### config.mk
export PLATFORM = sky130hd
export DESIGN_NAME = gsp_port
export DESIGN_NICKNAME = d
export VERILOG_FILES = /design/src/hw/gsp_pkg.sv /design/src/hw/gsp_port_pins.sv /design/src/hw/gsp_serial_pins.sv /design/src/hw/gsp_port.sv
export SDC_FILE = /design/constraint.sdc
export NUM_CORES = 1
export LEC_CHECK = 0
export BUFFER_PORTS_ARGS = -buffer_cell sky130_fd_sc_hd__buf_2
export CAP_MARGIN = 20
export CELL_PAD_IN_SITES_DETAIL_PLACEMENT = 0
export CELL_PAD_IN_SITES_GLOBAL_PLACEMENT = 1
export CORE_MARGIN = 2
export CORE_UTILIZATION = 30
export CTS_CLUSTER_DIAMETER = 50
export DETAILED_ROUTE_END_ITERATION = 7
export PLACE_DENSITY_LB_ADDON = 0.08
export SLEW_MARGIN = 20
export SYNTH_ARGS = -nofsm -noshare
export SYNTH_HDL_FRONTEND = slang
export SYNTH_SLANG_ARGS = --single-unit
### constraint.sdc
create_clock -name pclk -period 2.4 [get_ports pclk]
set_input_delay 0 -clock pclk [delete_from_list [all_inputs] [get_ports pclk]]
set_output_delay 0 -clock pclk [all_outputs]
set_load 0.02 [all_outputs]
### src/hw/gsp_pkg.sv
// Purpose: constants and helpers shared by the port and serial pin override block
// Assumes: apb register file with 32-bit data, one aligned word per register
// Notes: all offsets and field positions, the control and override select reset values and the bus clock count live here
package gsp_pkg;

  // ==========================================================
  // register map
  localparam logic [7:0] ADDR_CTRL = 8'h00;
  localparam logic [7:0] ADDR_LATCH = 8'h04;
  localparam logic [7:0] ADDR_OVR = 8'h08;

  // ==========================================================
  // widths and reset values
  localparam int PORT_W = 8;
  localparam logic [15:0] CTRL_RST = 16'h0000;
  localparam logic [1:0] OVR_SEL_RST = 2'h0;

  // ==========================================================
  // override register fields
  localparam int OVR_SCLK_SEL = 3;
  localparam int OVR_SCLK_LVL = 2;
  localparam int OVR_TXD_SEL = 1;
  localparam int OVR_BRK_LVL = 0;
  localparam int OVR_RSVD_LO = 4;

  // ==========================================================
  // external bus clock: pclk divided down, one enable pulse per period
  localparam logic [1:0] BUS_DIV_LAST = 2'h3;

  // even bits: direction, 1 = output
  function automatic logic [7:0] dir_bits(input logic [15:0] ctrl);
    logic [7:0] d;
    d = 8'h00;
    for (int n = 0; n < PORT_W; n++) begin
      d[n] = ctrl[2*n];
    end
    return d;
  endfunction

  // odd bits: 0 = pull-up on, returned as enable
  function automatic logic [7:0] pull_en_bits(input logic [15:0] ctrl);
    logic [7:0] p;
    p = 8'h00;
    for (int n = 0; n < PORT_W; n++) begin
      p[n] = ~ctrl[2*n+1];
    end
    return p;
  endfunction

endpackage

### src/hw/gsp_port_pins.sv
// Purpose: drivers of the eight general-purpose port pins
// Assumes: control and latch values arrive from the register file
// Notes: outputs are registered, one pclk behind the registers
`timescale 1ns/1ps
module gsp_port_pins (
  // clock and reset
  input wire logic pclk,
  input wire logic presetn,
  // register values
  input wire logic [15:0] ctrl,
  input wire logic [7:0] latch,
  // pins
  output logic [7:0] port_o,
  output logic [7:0] port_oe,
  output logic [7:0] port_pu_en
);

  // ==========================================================
  // pin drivers
  always_ff @(posedge pclk or negedge presetn) begin
    if (!presetn) begin
      port_oe <= 8'h00;
      port_o <= 8'h00;
      port_pu_en <= 8'hff;
    end else begin
      port_oe <= gsp_pkg::dir_bits(ctrl);
      port_o <= latch & gsp_pkg::dir_bits(ctrl);
      // pull-up follows its bit even on an output pin
      port_pu_en <= gsp_pkg::pull_en_bits(ctrl);
    end
  end

endmodule

### src/hw/gsp_serial_pins.sv
// Purpose: serial clock and transmit pin multiplexing with port override
// Assumes: the serial interface keeps its drivers off until programmed
// Notes: override wins over the serial interface on each pin
`timescale 1ns/1ps
module gsp_serial_pins (
  // clock and reset
  input wire logic pclk,
  input wire logic presetn,
  // override register fields
  input wire logic sclk_port_drive_select,
  input wire logic sclk_port_level,
  input wire logic txd_port_drive_select,
  input wire logic break_port_level,
  // serial interface drive
  input wire logic sci_sck_o,
  input wire logic sci_sck_oe,
  input wire logic sci_txd_o,
  input wire logic sci_txd_oe,
  // pins
  output logic sck_o,
  output logic sck_oe,
  output logic txd_o,
  output logic txd_oe
);

  // ==========================================================
  // pin multiplexers
  always_ff @(posedge pclk or negedge presetn) begin
    if (!presetn) begin
      sck_o <= 1'b0;
      sck_oe <= 1'b0;
      txd_o <= 1'b0;
      txd_oe <= 1'b0;
    end else begin
      sck_oe <= sclk_port_drive_select | sci_sck_oe;
      sck_o <= sclk_port_drive_select ? sclk_port_level : sci_sck_o;
      txd_oe <= txd_port_drive_select | sci_txd_oe;
      txd_o <= txd_port_drive_select ? break_port_level : sci_txd_o;
    end
  end

endmodule

### src/hw/gsp_port.sv
// Purpose: register-controlled 8-bit port plus serial pin override, apb slave
// Assumes: pins synchronous to pclk; pclk 40 MHz; presetn is the power-on reset
// Notes: manual reset and standby do not touch any register here
`timescale 1ns/1ps
module gsp_port (
  // apb
  input wire logic pclk,
  input wire logic presetn,
  input wire logic psel,
  input wire logic penable,
  input wire logic pwrite,
  input wire logic [7:0] paddr,
  input wire logic [31:0] pwdata,
  input wire logic [3:0] pstrb,
  output logic [31:0] prdata,
  output logic pready,
  output logic pslverr,
  // reset kinds that must leave registers alone
  input wire logic manual_reset_n,
  input wire logic standby,
  // external bus master
  input wire logic bus_release_request,
  // port pins
  input wire logic [7:0] port_i,
  output logic [7:0] port_o,
  output logic [7:0] port_oe,
  output logic [7:0] port_pu_en,
  // serial pins
  input wire logic sck_i,
  input wire logic txd_i,
  input wire logic rxd_i,
  output logic sck_o,
  output logic sck_oe,
  output logic txd_o,
  output logic txd_oe,
  // serial interface side
  input wire logic sci_sck_o,
  input wire logic sci_sck_oe,
  input wire logic sci_txd_o,
  input wire logic sci_txd_oe,
  output logic [2:0] boot_mode_inputs
);

  // ==========================================================
  // registers
  logic [15:0] port_dir_pull_ctrl_r;
  logic [7:0] port_pin_latch_r;
  logic [1:0] ovr_sel_r;
  logic [1:0] ovr_lvl_r;
  logic [7:0] pin_sample_r;
  logic [1:0] bus_div_r;
  logic bus_clk_en;
  logic boot_armed_r;
  logic acc_first;
  logic wr_fire;
  logic [31:0] rdata_nxt;
  logic unmapped;

  assign acc_first = psel & penable & ~pready;
  assign wr_fire = psel & penable & pready & pwrite;
  assign unmapped = (paddr != gsp_pkg::ADDR_CTRL) && (paddr != gsp_pkg::ADDR_LATCH) &&
                    (paddr != gsp_pkg::ADDR_OVR);
  assign bus_clk_en = (bus_div_r == gsp_pkg::BUS_DIV_LAST);

  // ==========================================================
  // apb handshake: one wait state, answer registered
  always_comb begin
    rdata_nxt = 32'h0000_0000;
    if (paddr == gsp_pkg::ADDR_CTRL) begin
      rdata_nxt = {16'h0000, port_dir_pull_ctrl_r};
    end else if (paddr == gsp_pkg::ADDR_LATCH) begin
      rdata_nxt = {24'h00_0000, pin_sample_r};
    end else if (paddr == gsp_pkg::ADDR_OVR) begin
      // level bits show the pins, not the stored values
      rdata_nxt = {28'h000_0000, ovr_sel_r[1], sck_i, ovr_sel_r[0], rxd_i};
    end
  end

  always_ff @(posedge pclk or negedge presetn) begin
    if (!presetn) begin
      pready <= 1'b0;
      prdata <= 32'h0000_0000;
      pslverr <= 1'b0;
    end else if (acc_first) begin
      pready <= 1'b1;
      prdata <= pwrite ? 32'h0000_0000 : rdata_nxt;
      pslverr <= unmapped;
    end else begin
      pready <= 1'b0;
      pslverr <= 1'b0;
    end
  end

  // ==========================================================
  // control register, power-on reset only
  always_ff @(posedge pclk or negedge presetn) begin
    if (!presetn) begin
      port_dir_pull_ctrl_r <= gsp_pkg::CTRL_RST;
    end else if (wr_fire && paddr == gsp_pkg::ADDR_CTRL) begin
      if (pstrb[0]) begin
        port_dir_pull_ctrl_r[7:0] <= pwdata[7:0];
      end
      if (pstrb[1]) begin
        port_dir_pull_ctrl_r[15:8] <= pwdata[15:8];
      end
    end
  end

  // ==========================================================
  // data latch: deliberately no reset of any kind
  always_ff @(posedge pclk) begin
    if (wr_fire && paddr == gsp_pkg::ADDR_LATCH && pstrb[0]) begin
      port_pin_latch_r <= pwdata[7:0];
    end
  end

  // ==========================================================
  // external bus clock and pin sampling
  always_ff @(posedge pclk or negedge presetn) begin
    if (!presetn) begin
      bus_div_r <= 2'h0;
    end else begin
      bus_div_r <= bus_div_r + 2'h1;
    end
  end

  // sample frozen while the bus is being released, value not trusted then
  always_ff @(posedge pclk or negedge presetn) begin
    if (!presetn) begin
      pin_sample_r <= 8'h00;
    end else if (bus_clk_en && !bus_release_request) begin
      pin_sample_r <= port_i;
    end
  end

  // ==========================================================
  // serial pin override
  always_ff @(posedge pclk or negedge presetn) begin
    if (!presetn) begin
      ovr_sel_r <= gsp_pkg::OVR_SEL_RST;
    end else if (wr_fire && paddr == gsp_pkg::ADDR_OVR && pstrb[0]) begin
      ovr_sel_r <= {pwdata[gsp_pkg::OVR_SCLK_SEL], pwdata[gsp_pkg::OVR_TXD_SEL]};
    end
  end

  // level bits power up undefined, hence no reset
  always_ff @(posedge pclk) begin
    if (wr_fire && paddr == gsp_pkg::ADDR_OVR && pstrb[0]) begin
      ovr_lvl_r <= {pwdata[gsp_pkg::OVR_SCLK_LVL], pwdata[gsp_pkg::OVR_BRK_LVL]};
    end
  end

  // ==========================================================
  // mode pins caught on the first edge after power-on release
  always_ff @(posedge pclk or negedge presetn) begin
    if (!presetn) begin
      boot_armed_r <= 1'b1;
      boot_mode_inputs <= 3'h0;
    end else if (boot_armed_r) begin
      boot_armed_r <= 1'b0;
      boot_mode_inputs <= {rxd_i, txd_i, sck_i};
    end
  end

  // ==========================================================
  // pin cells
  gsp_port_pins u_port_pins (
    .pclk(pclk),
    .presetn(presetn),
    .ctrl(port_dir_pull_ctrl_r),
    .latch(port_pin_latch_r),
    .port_o(port_o),
    .port_oe(port_oe),
    .port_pu_en(port_pu_en)
  );

  gsp_serial_pins u_serial_pins (
    .pclk(pclk),
    .presetn(presetn),
    .sclk_port_drive_select(ovr_sel_r[1]),
    .sclk_port_level(ovr_lvl_r[1]),
    .txd_port_drive_select(ovr_sel_r[0]),
    .break_port_level(ovr_lvl_r[0]),
    .sci_sck_o(sci_sck_o),
    .sci_sck_oe(sci_sck_oe),
    .sci_txd_o(sci_txd_o),
    .sci_txd_oe(sci_txd_oe),
    .sck_o(sck_o),
    .sck_oe(sck_oe),
    .txd_o(txd_o),
    .txd_oe(txd_oe)
  );

  // ==========================================================
  // assertions
  property p_dir_oe;
    @(posedge pclk) disable iff (!presetn)
      1'b1 |=> port_oe == gsp_pkg::dir_bits($past(port_dir_pull_ctrl_r));
  endproperty
  a_dir_oe: assert property (p_dir_oe) else $error("pin enable differs from direction bits");

  property p_pull;
    @(posedge pclk) disable iff (!presetn)
      1'b1 |=> port_pu_en == gsp_pkg::pull_en_bits($past(port_dir_pull_ctrl_r));
  endproperty
  a_pull: assert property (p_pull) else $error("pull-up enable differs from control");

  property p_pull_on_output;
    @(posedge pclk) disable iff (!presetn)
      (port_dir_pull_ctrl_r[0] && !port_dir_pull_ctrl_r[1]) ##1
      (port_dir_pull_ctrl_r[0] && !port_dir_pull_ctrl_r[1]) |-> port_oe[0] && port_pu_en[0];
  endproperty
  a_pull_on_output: assert property (p_pull_on_output) else $error("pull-up dropped on output pin");

  property p_out_data;
    @(posedge pclk) disable iff (!presetn)
      wr_fire && paddr == gsp_pkg::ADDR_LATCH && pstrb[0] ##1 port_dir_pull_ctrl_r[0]
      |=> port_o[0] == $past(pwdata[0], 2);
  endproperty
  a_out_data: assert property (p_out_data) else $error("output pin does not follow latch");

  property p_input_released;
    @(posedge pclk) disable iff (!presetn)
      !port_dir_pull_ctrl_r[2] |=> !port_oe[1];
  endproperty
  a_input_released: assert property (p_input_released) else $error("input pin still driven");

  property p_ctrl_hold;
    @(posedge pclk) disable iff (!presetn)
      !(wr_fire && paddr == gsp_pkg::ADDR_CTRL) |=> $stable(port_dir_pull_ctrl_r);
  endproperty
  a_ctrl_hold: assert property (p_ctrl_hold) else $error("control changed without write");

  property p_latch_hold;
    @(posedge pclk) !(wr_fire && paddr == gsp_pkg::ADDR_LATCH) |=> $stable(port_pin_latch_r);
  endproperty
  a_latch_hold: assert property (p_latch_hold) else $error("data latch changed without write");

  property p_latch_read;
    @(posedge pclk) disable iff (!presetn)
      acc_first && !pwrite && paddr == gsp_pkg::ADDR_LATCH |=> pready && prdata == {24'h00_0000, $past(pin_sample_r)};
  endproperty
  a_latch_read: assert property (p_latch_read) else $error("latch read is not the pin sample");

  property p_ovr_read;
    @(posedge pclk) disable iff (!presetn)
      acc_first && !pwrite && paddr == gsp_pkg::ADDR_OVR
      |=> prdata[31:4] == 28'h000_0000 && prdata[2] == $past(sck_i) && prdata[0] == $past(rxd_i);
  endproperty
  a_ovr_read: assert property (p_ovr_read) else $error("override read wrong");

  property p_sck_drive;
    @(posedge pclk) disable iff (!presetn)
      ovr_sel_r[1] |=> sck_oe && sck_o == $past(ovr_lvl_r[1]);
  endproperty
  a_sck_drive: assert property (p_sck_drive) else $error("clock pin not overridden");

  property p_txd_drive;
    @(posedge pclk) disable iff (!presetn)
      ovr_sel_r[0] |=> txd_oe && txd_o == $past(ovr_lvl_r[0]);
  endproperty
  a_txd_drive: assert property (p_txd_drive) else $error("transmit pin not overridden");

  property p_ovr_sel_hold;
    @(posedge pclk) disable iff (!presetn)
      !(wr_fire && paddr == gsp_pkg::ADDR_OVR) |=> $stable(ovr_sel_r);
  endproperty
  a_ovr_sel_hold: assert property (p_ovr_sel_hold) else $error("override select changed alone");

  property p_pready_pulse;
    @(posedge pclk) disable iff (!presetn)
      pready |=> !pready;
  endproperty
  a_pready_pulse: assert property (p_pready_pulse) else $error("pready longer than one cycle");

  property p_pin_sample;
    @(posedge pclk) disable iff (!presetn)
      bus_clk_en && !bus_release_request |=> pin_sample_r == $past(port_i);
  endproperty
  a_pin_sample: assert property (p_pin_sample) else $error("pin sample missed bus clock");

  property p_sample_frozen;
    @(posedge pclk) disable iff (!presetn)
      bus_release_request |=> $stable(pin_sample_r);
  endproperty
  a_sample_frozen: assert property (p_sample_frozen) else $error("pin sample moved during bus release");

  property p_boot_capture;
    @(posedge pclk) disable iff (!presetn)
      boot_armed_r |=> !boot_armed_r && boot_mode_inputs[2] == $past(rxd_i) &&
        boot_mode_inputs[1] == $past(txd_i) && boot_mode_inputs[0] == $past(sck_i);
  endproperty
  a_boot_capture: assert property (p_boot_capture) else $error("mode pins not captured after reset");

  property p_mode_pins_free;
    @(posedge pclk) disable iff (!presetn)
      !ovr_sel_r[1] && !sci_sck_oe && !ovr_sel_r[0] && !sci_txd_oe |=> !sck_oe && !txd_oe;
  endproperty
  a_mode_pins_free: assert property (p_mode_pins_free) else $error("serial pin driven while unselected");

  property p_ovr_write;
    @(posedge pclk) disable iff (!presetn)
      wr_fire && paddr == gsp_pkg::ADDR_OVR && pstrb[0]
      |=> ovr_sel_r[1] == $past(pwdata[gsp_pkg::OVR_SCLK_SEL]) && ovr_sel_r[0] == $past(pwdata[gsp_pkg::OVR_TXD_SEL]);
  endproperty
  a_ovr_write: assert property (p_ovr_write) else $error("override select not written");

  property p_ctrl_write;
    @(posedge pclk) disable iff (!presetn)
      wr_fire && paddr == gsp_pkg::ADDR_CTRL && pstrb[1:0] == 2'h3
      |=> port_dir_pull_ctrl_r == $past(pwdata[15:0]);
  endproperty
  a_ctrl_write: assert property (p_ctrl_write) else $error("control register not written");

  property p_unmapped_err;
    @(posedge pclk) disable iff (!presetn)
      acc_first && unmapped |=> pready && pslverr && (pwrite || prdata == 32'h0000_0000);
  endproperty
  a_unmapped_err: assert property (p_unmapped_err) else $error("unmapped access not refused");

  c_ctrl_write: cover property (@(posedge pclk) wr_fire && paddr == gsp_pkg::ADDR_CTRL);
  c_latch_read: cover property (@(posedge pclk) pready && !pwrite && paddr == gsp_pkg::ADDR_LATCH);
  c_break_send: cover property (@(posedge pclk) txd_oe && ovr_sel_r[0] && !txd_o);
  c_unmapped: cover property (@(posedge pclk) pready && pslverr);
  c_sample_frozen: cover property (@(posedge pclk) bus_release_request && bus_clk_en);

  // manual reset and standby have no effect on any register
  logic unused_resets;
  assign unused_resets = manual_reset_n ^ standby;

endmodule

==> metrics.txt <==
Avg WL per Cell=14.3 µm; Max Cap Viol=0; CTS tree=built; register share of total power=56.7%; core area=10800 µm²; vias in the first global route=2271; Synth Instances=242; Post-DP Area=3960 µm²; Total Wirelength=7.54 mm; slew margin rel.=52.5%; Synth cell types=30; largest family of logic cells by synthesized area=simple AND/OR/NAND/NOR gates; clock skew=0.0174 ns; Post-Syn Area=3340 µm²; H-tree depth=3; IO buf count=95; Lkg Pwr=2.20 nW; clock power share=35.3%; FF+latch count, synth=88; Detailed Route Iter0 Violations=77; Critical Path AT=2.05 ns; drt pass-1 iters=4; sw frac=25.9%; worst min path class=in -> reg; largest net degree at the start of global routing=79; Root Driver=clkbuf_8; worst reg2reg setup slack=0.62 ns; vias per cell=4.22; worst skew pair latency=0.37 ns; post-synthesis xor/xnor area fraction=0%; Max stage delay on crit path=0.55 ns; number of synthesized flops with an enable pin=10; most common cell after layout, fill and taps aside=buf_2; Compound-Gate Fraction of Synth Area=4.84%; Async S/R FF share, synth=88.6%; Hold Slack=0.0755 ns; Crit path required time=2.64 ns; reg2reg end=port_dir_pull_ctrl_r[10]$_DFFE_PN0P_; clock transition at the registers of the reported paths=0.08 ns; GRT overflow=0; Die Area=12000 µm²; Critical Path Start=paddr[2]; cells along the critical path=dlygate4sd3_1 > buf_2 > or3b_2 > or4_4 > mux2_4; Synth Area per Inst=13.8 µm²; Hold Violations, Final=0; layout overhead on the synthesized area=34.2%; diodes inserted=0; crit-path leading delay family=simple AND/OR/NAND/NOR gates; Synth Area in Adders=0.375%; slowest cell on the critical path=or4_4; RSZ-0062 raised after global routing=false; synth top area cells=dfrtp_1 (52%), edfxtp_1 (9.0%), dfstp_2 (7.1%); Rows=38; status=finished clean; Power Dens Cells=609 nW/µm²; crit share post-route=75.2%; Total GRT Usage=13.4%; Startpoint Class=input port; setup TNS=0 ns; Worst setup EP type=flip-flop; die width=109 µm; Final ANT Viol Nets=0; worst r2r path cells=3; WP depth=5; dpl hpwl=5.16 mm; most frequent cells in the layout=buf_2 (94), dfrtp_1 (69), dlygate4sd3_1 (34); Via Count=2229; Synth Warn #=0; worst vdd ir=0.235 mV; TritonCTS Buffers=9; Slew Viols, Final=0; GP Congestion=0.673; final setup vio count=0; internal cell power=2.02 mW; area leader, netlist=dfrtp_1; kind of critical path=in -> reg; Post-synth top flop=dfrtp_1; # DRC=0; sequential area share after synthesis=67.8%; number of antenna violations at the first check in global routing=0; P_sw=0.705 mW; CP Buf/Inv Count=2; post-synthesis mux area share=10.0%; Synth top area share=51.7%; fin nets=451; share of layout cells above drive strength 1=41.5%; final instance area=4480 µm²; clk buf depth=2; CP endpoint=port_dir_pull_ctrl_r[10]$_DFFE_PN0P_; Filler cells=1097; cts repair resizes=0; I/O Pins=132; maximum clock rate=0.554 GHz; Sink Count=88; setup bufs post-CTS=0; Comb power frac=8.0%; Initial Util=30.8%; final worst path period need=1.81 ns; CP max FO=9; simple-gate share of the synthesized area=10.1%; RR Startpoint=pready$_DFF_PN0_; Slew @ Worst Pin=0.706 ns; Die Y-Extent=109 µm; global-route wire length before repair=11.9 mm
sequential cells by signal, summed over array words and instances (netlist names):
register and flops:
ovr_lvl_r 2, pready 1, ovr_sel_r 2, prdata 16
bus_div_r 2, pin_sample_r 8, boot_armed_r 1, pslverr 1
u_serial_pins.sck_o 1, boot_mode_inputs 3, u_port_pins.port_oe 8, u_port_pins.port_pu_en 8
u_serial_pins.txd_o 1, u_serial_pins.txd_oe 1, u_port_pins.port_o 8, port_pin_latch_r 8
u_serial_pins.sck_oe 1, port_dir_pull_ctrl_r 16
Yosys cell counts (2+ instances only):
library cell,n
inv_1,21
or2_2,3
or3b_2,2
edfxtp_1,10
mux2_2,19
mux2_4,8
nor2b_1,2
o221ai_1,8
and2_1,8
or4_4,2
clkbuf_1,4
dfrtp_1,69
dfstp_2,9
nor4_1,3
nand2_1,22
nand3b_1,2
nor2_1,2
buf_4,16
o21ai_0,16
nand2b_1,4
nand4_1,3
power by group through the flow:
stage	Combinational (mW)	Sequential, mW	Clock (mW)
after floorplan	0.0879	1.59	0
after global placement	0.177	1.57	0
after detailed placement	0.180	1.57	0
after CTS	0.222	1.55	0.993
after global routing	0.246	1.55	1.05
final	0.218	1.54	0.963
through the flow:
step	std cells	power [mW]	setup WS [ns]	util, %
2_1_floorplan	258	1.67	0.380	-
3_3_place_gp	478	1.75	0.548	36.5
3_5_place_dp	478	1.75	0.553	36.5
4_1_cts	528	2.76	0.597	41.3
5_1_grt	528	2.84	0.495	41.3
6_report	528	2.73	0.594	41.3
logic make-up after synthesis:
logic type | Yosys count
AOI/OAI and AO/OA | 26
and+or+nand+nor | 57
muxes | 27
DFF | 88
other | 1
adders and majority gates | 1
buffers and inverters | 42
layout make-up:
type	instances	area, µm²	area share [%]
Tap cell	140	175	3.91
Multi-Input combinational cell	128	915	20.4
Timing Repair Buffer	135	867	19.4
Sequential cell	88	2260	50.5
Inverter	21	78.8	1.76
Clock inverter	7	55.1	1.23
Clock buffer	9	124	2.77
worst register-to-register path, stage by stage, from the launching register on:
cell and delay, ns:
dfrtp_1 0.39, nand4_1 0.26, or4_4 0.69, mux2_4 0.33
what timing repair did:
action / in CTS / in global routing
setup endpoints to repair: 0 / 0
hold buffers: 34 / 0
hold endpoints to repair: 113 / 0
how the worst min path moves through the flow:
| stage | start | slack [ns] | to | cells past startpoint |
|---|---|---|---|---|
| floorplan | presetn | -0.30 | boot_mode_inputs[0]$_DFFE_PN0P_ | 0 |
| global placement | sci_sck_oe | 0.19 | u_serial_pins.sck_oe$_DFF_PN0_ | 2 |
| detailed placement | pwdata[6] | 0.19 | port_pin_latch_r[6]$_DFFE_PP_ | 1 |
| CTS | pstrb[0] | 0.07 | port_pin_latch_r[7]$_DFFE_PP_ | 3 |
| global route | pstrb[0] | 0.08 | port_pin_latch_r[7]$_DFFE_PP_ | 3 |
| finish | pstrb[0] | 0.08 | port_pin_latch_r[7]$_DFFE_PP_ | 3 |
routing by layer:
layer	track usage [%]	routed length, µm
met1	16.9	3280
met2	21.6	3660
met3	3.97	485
met4	5.42	115
met5	0	0
Power figures use the tool's default switching activity.
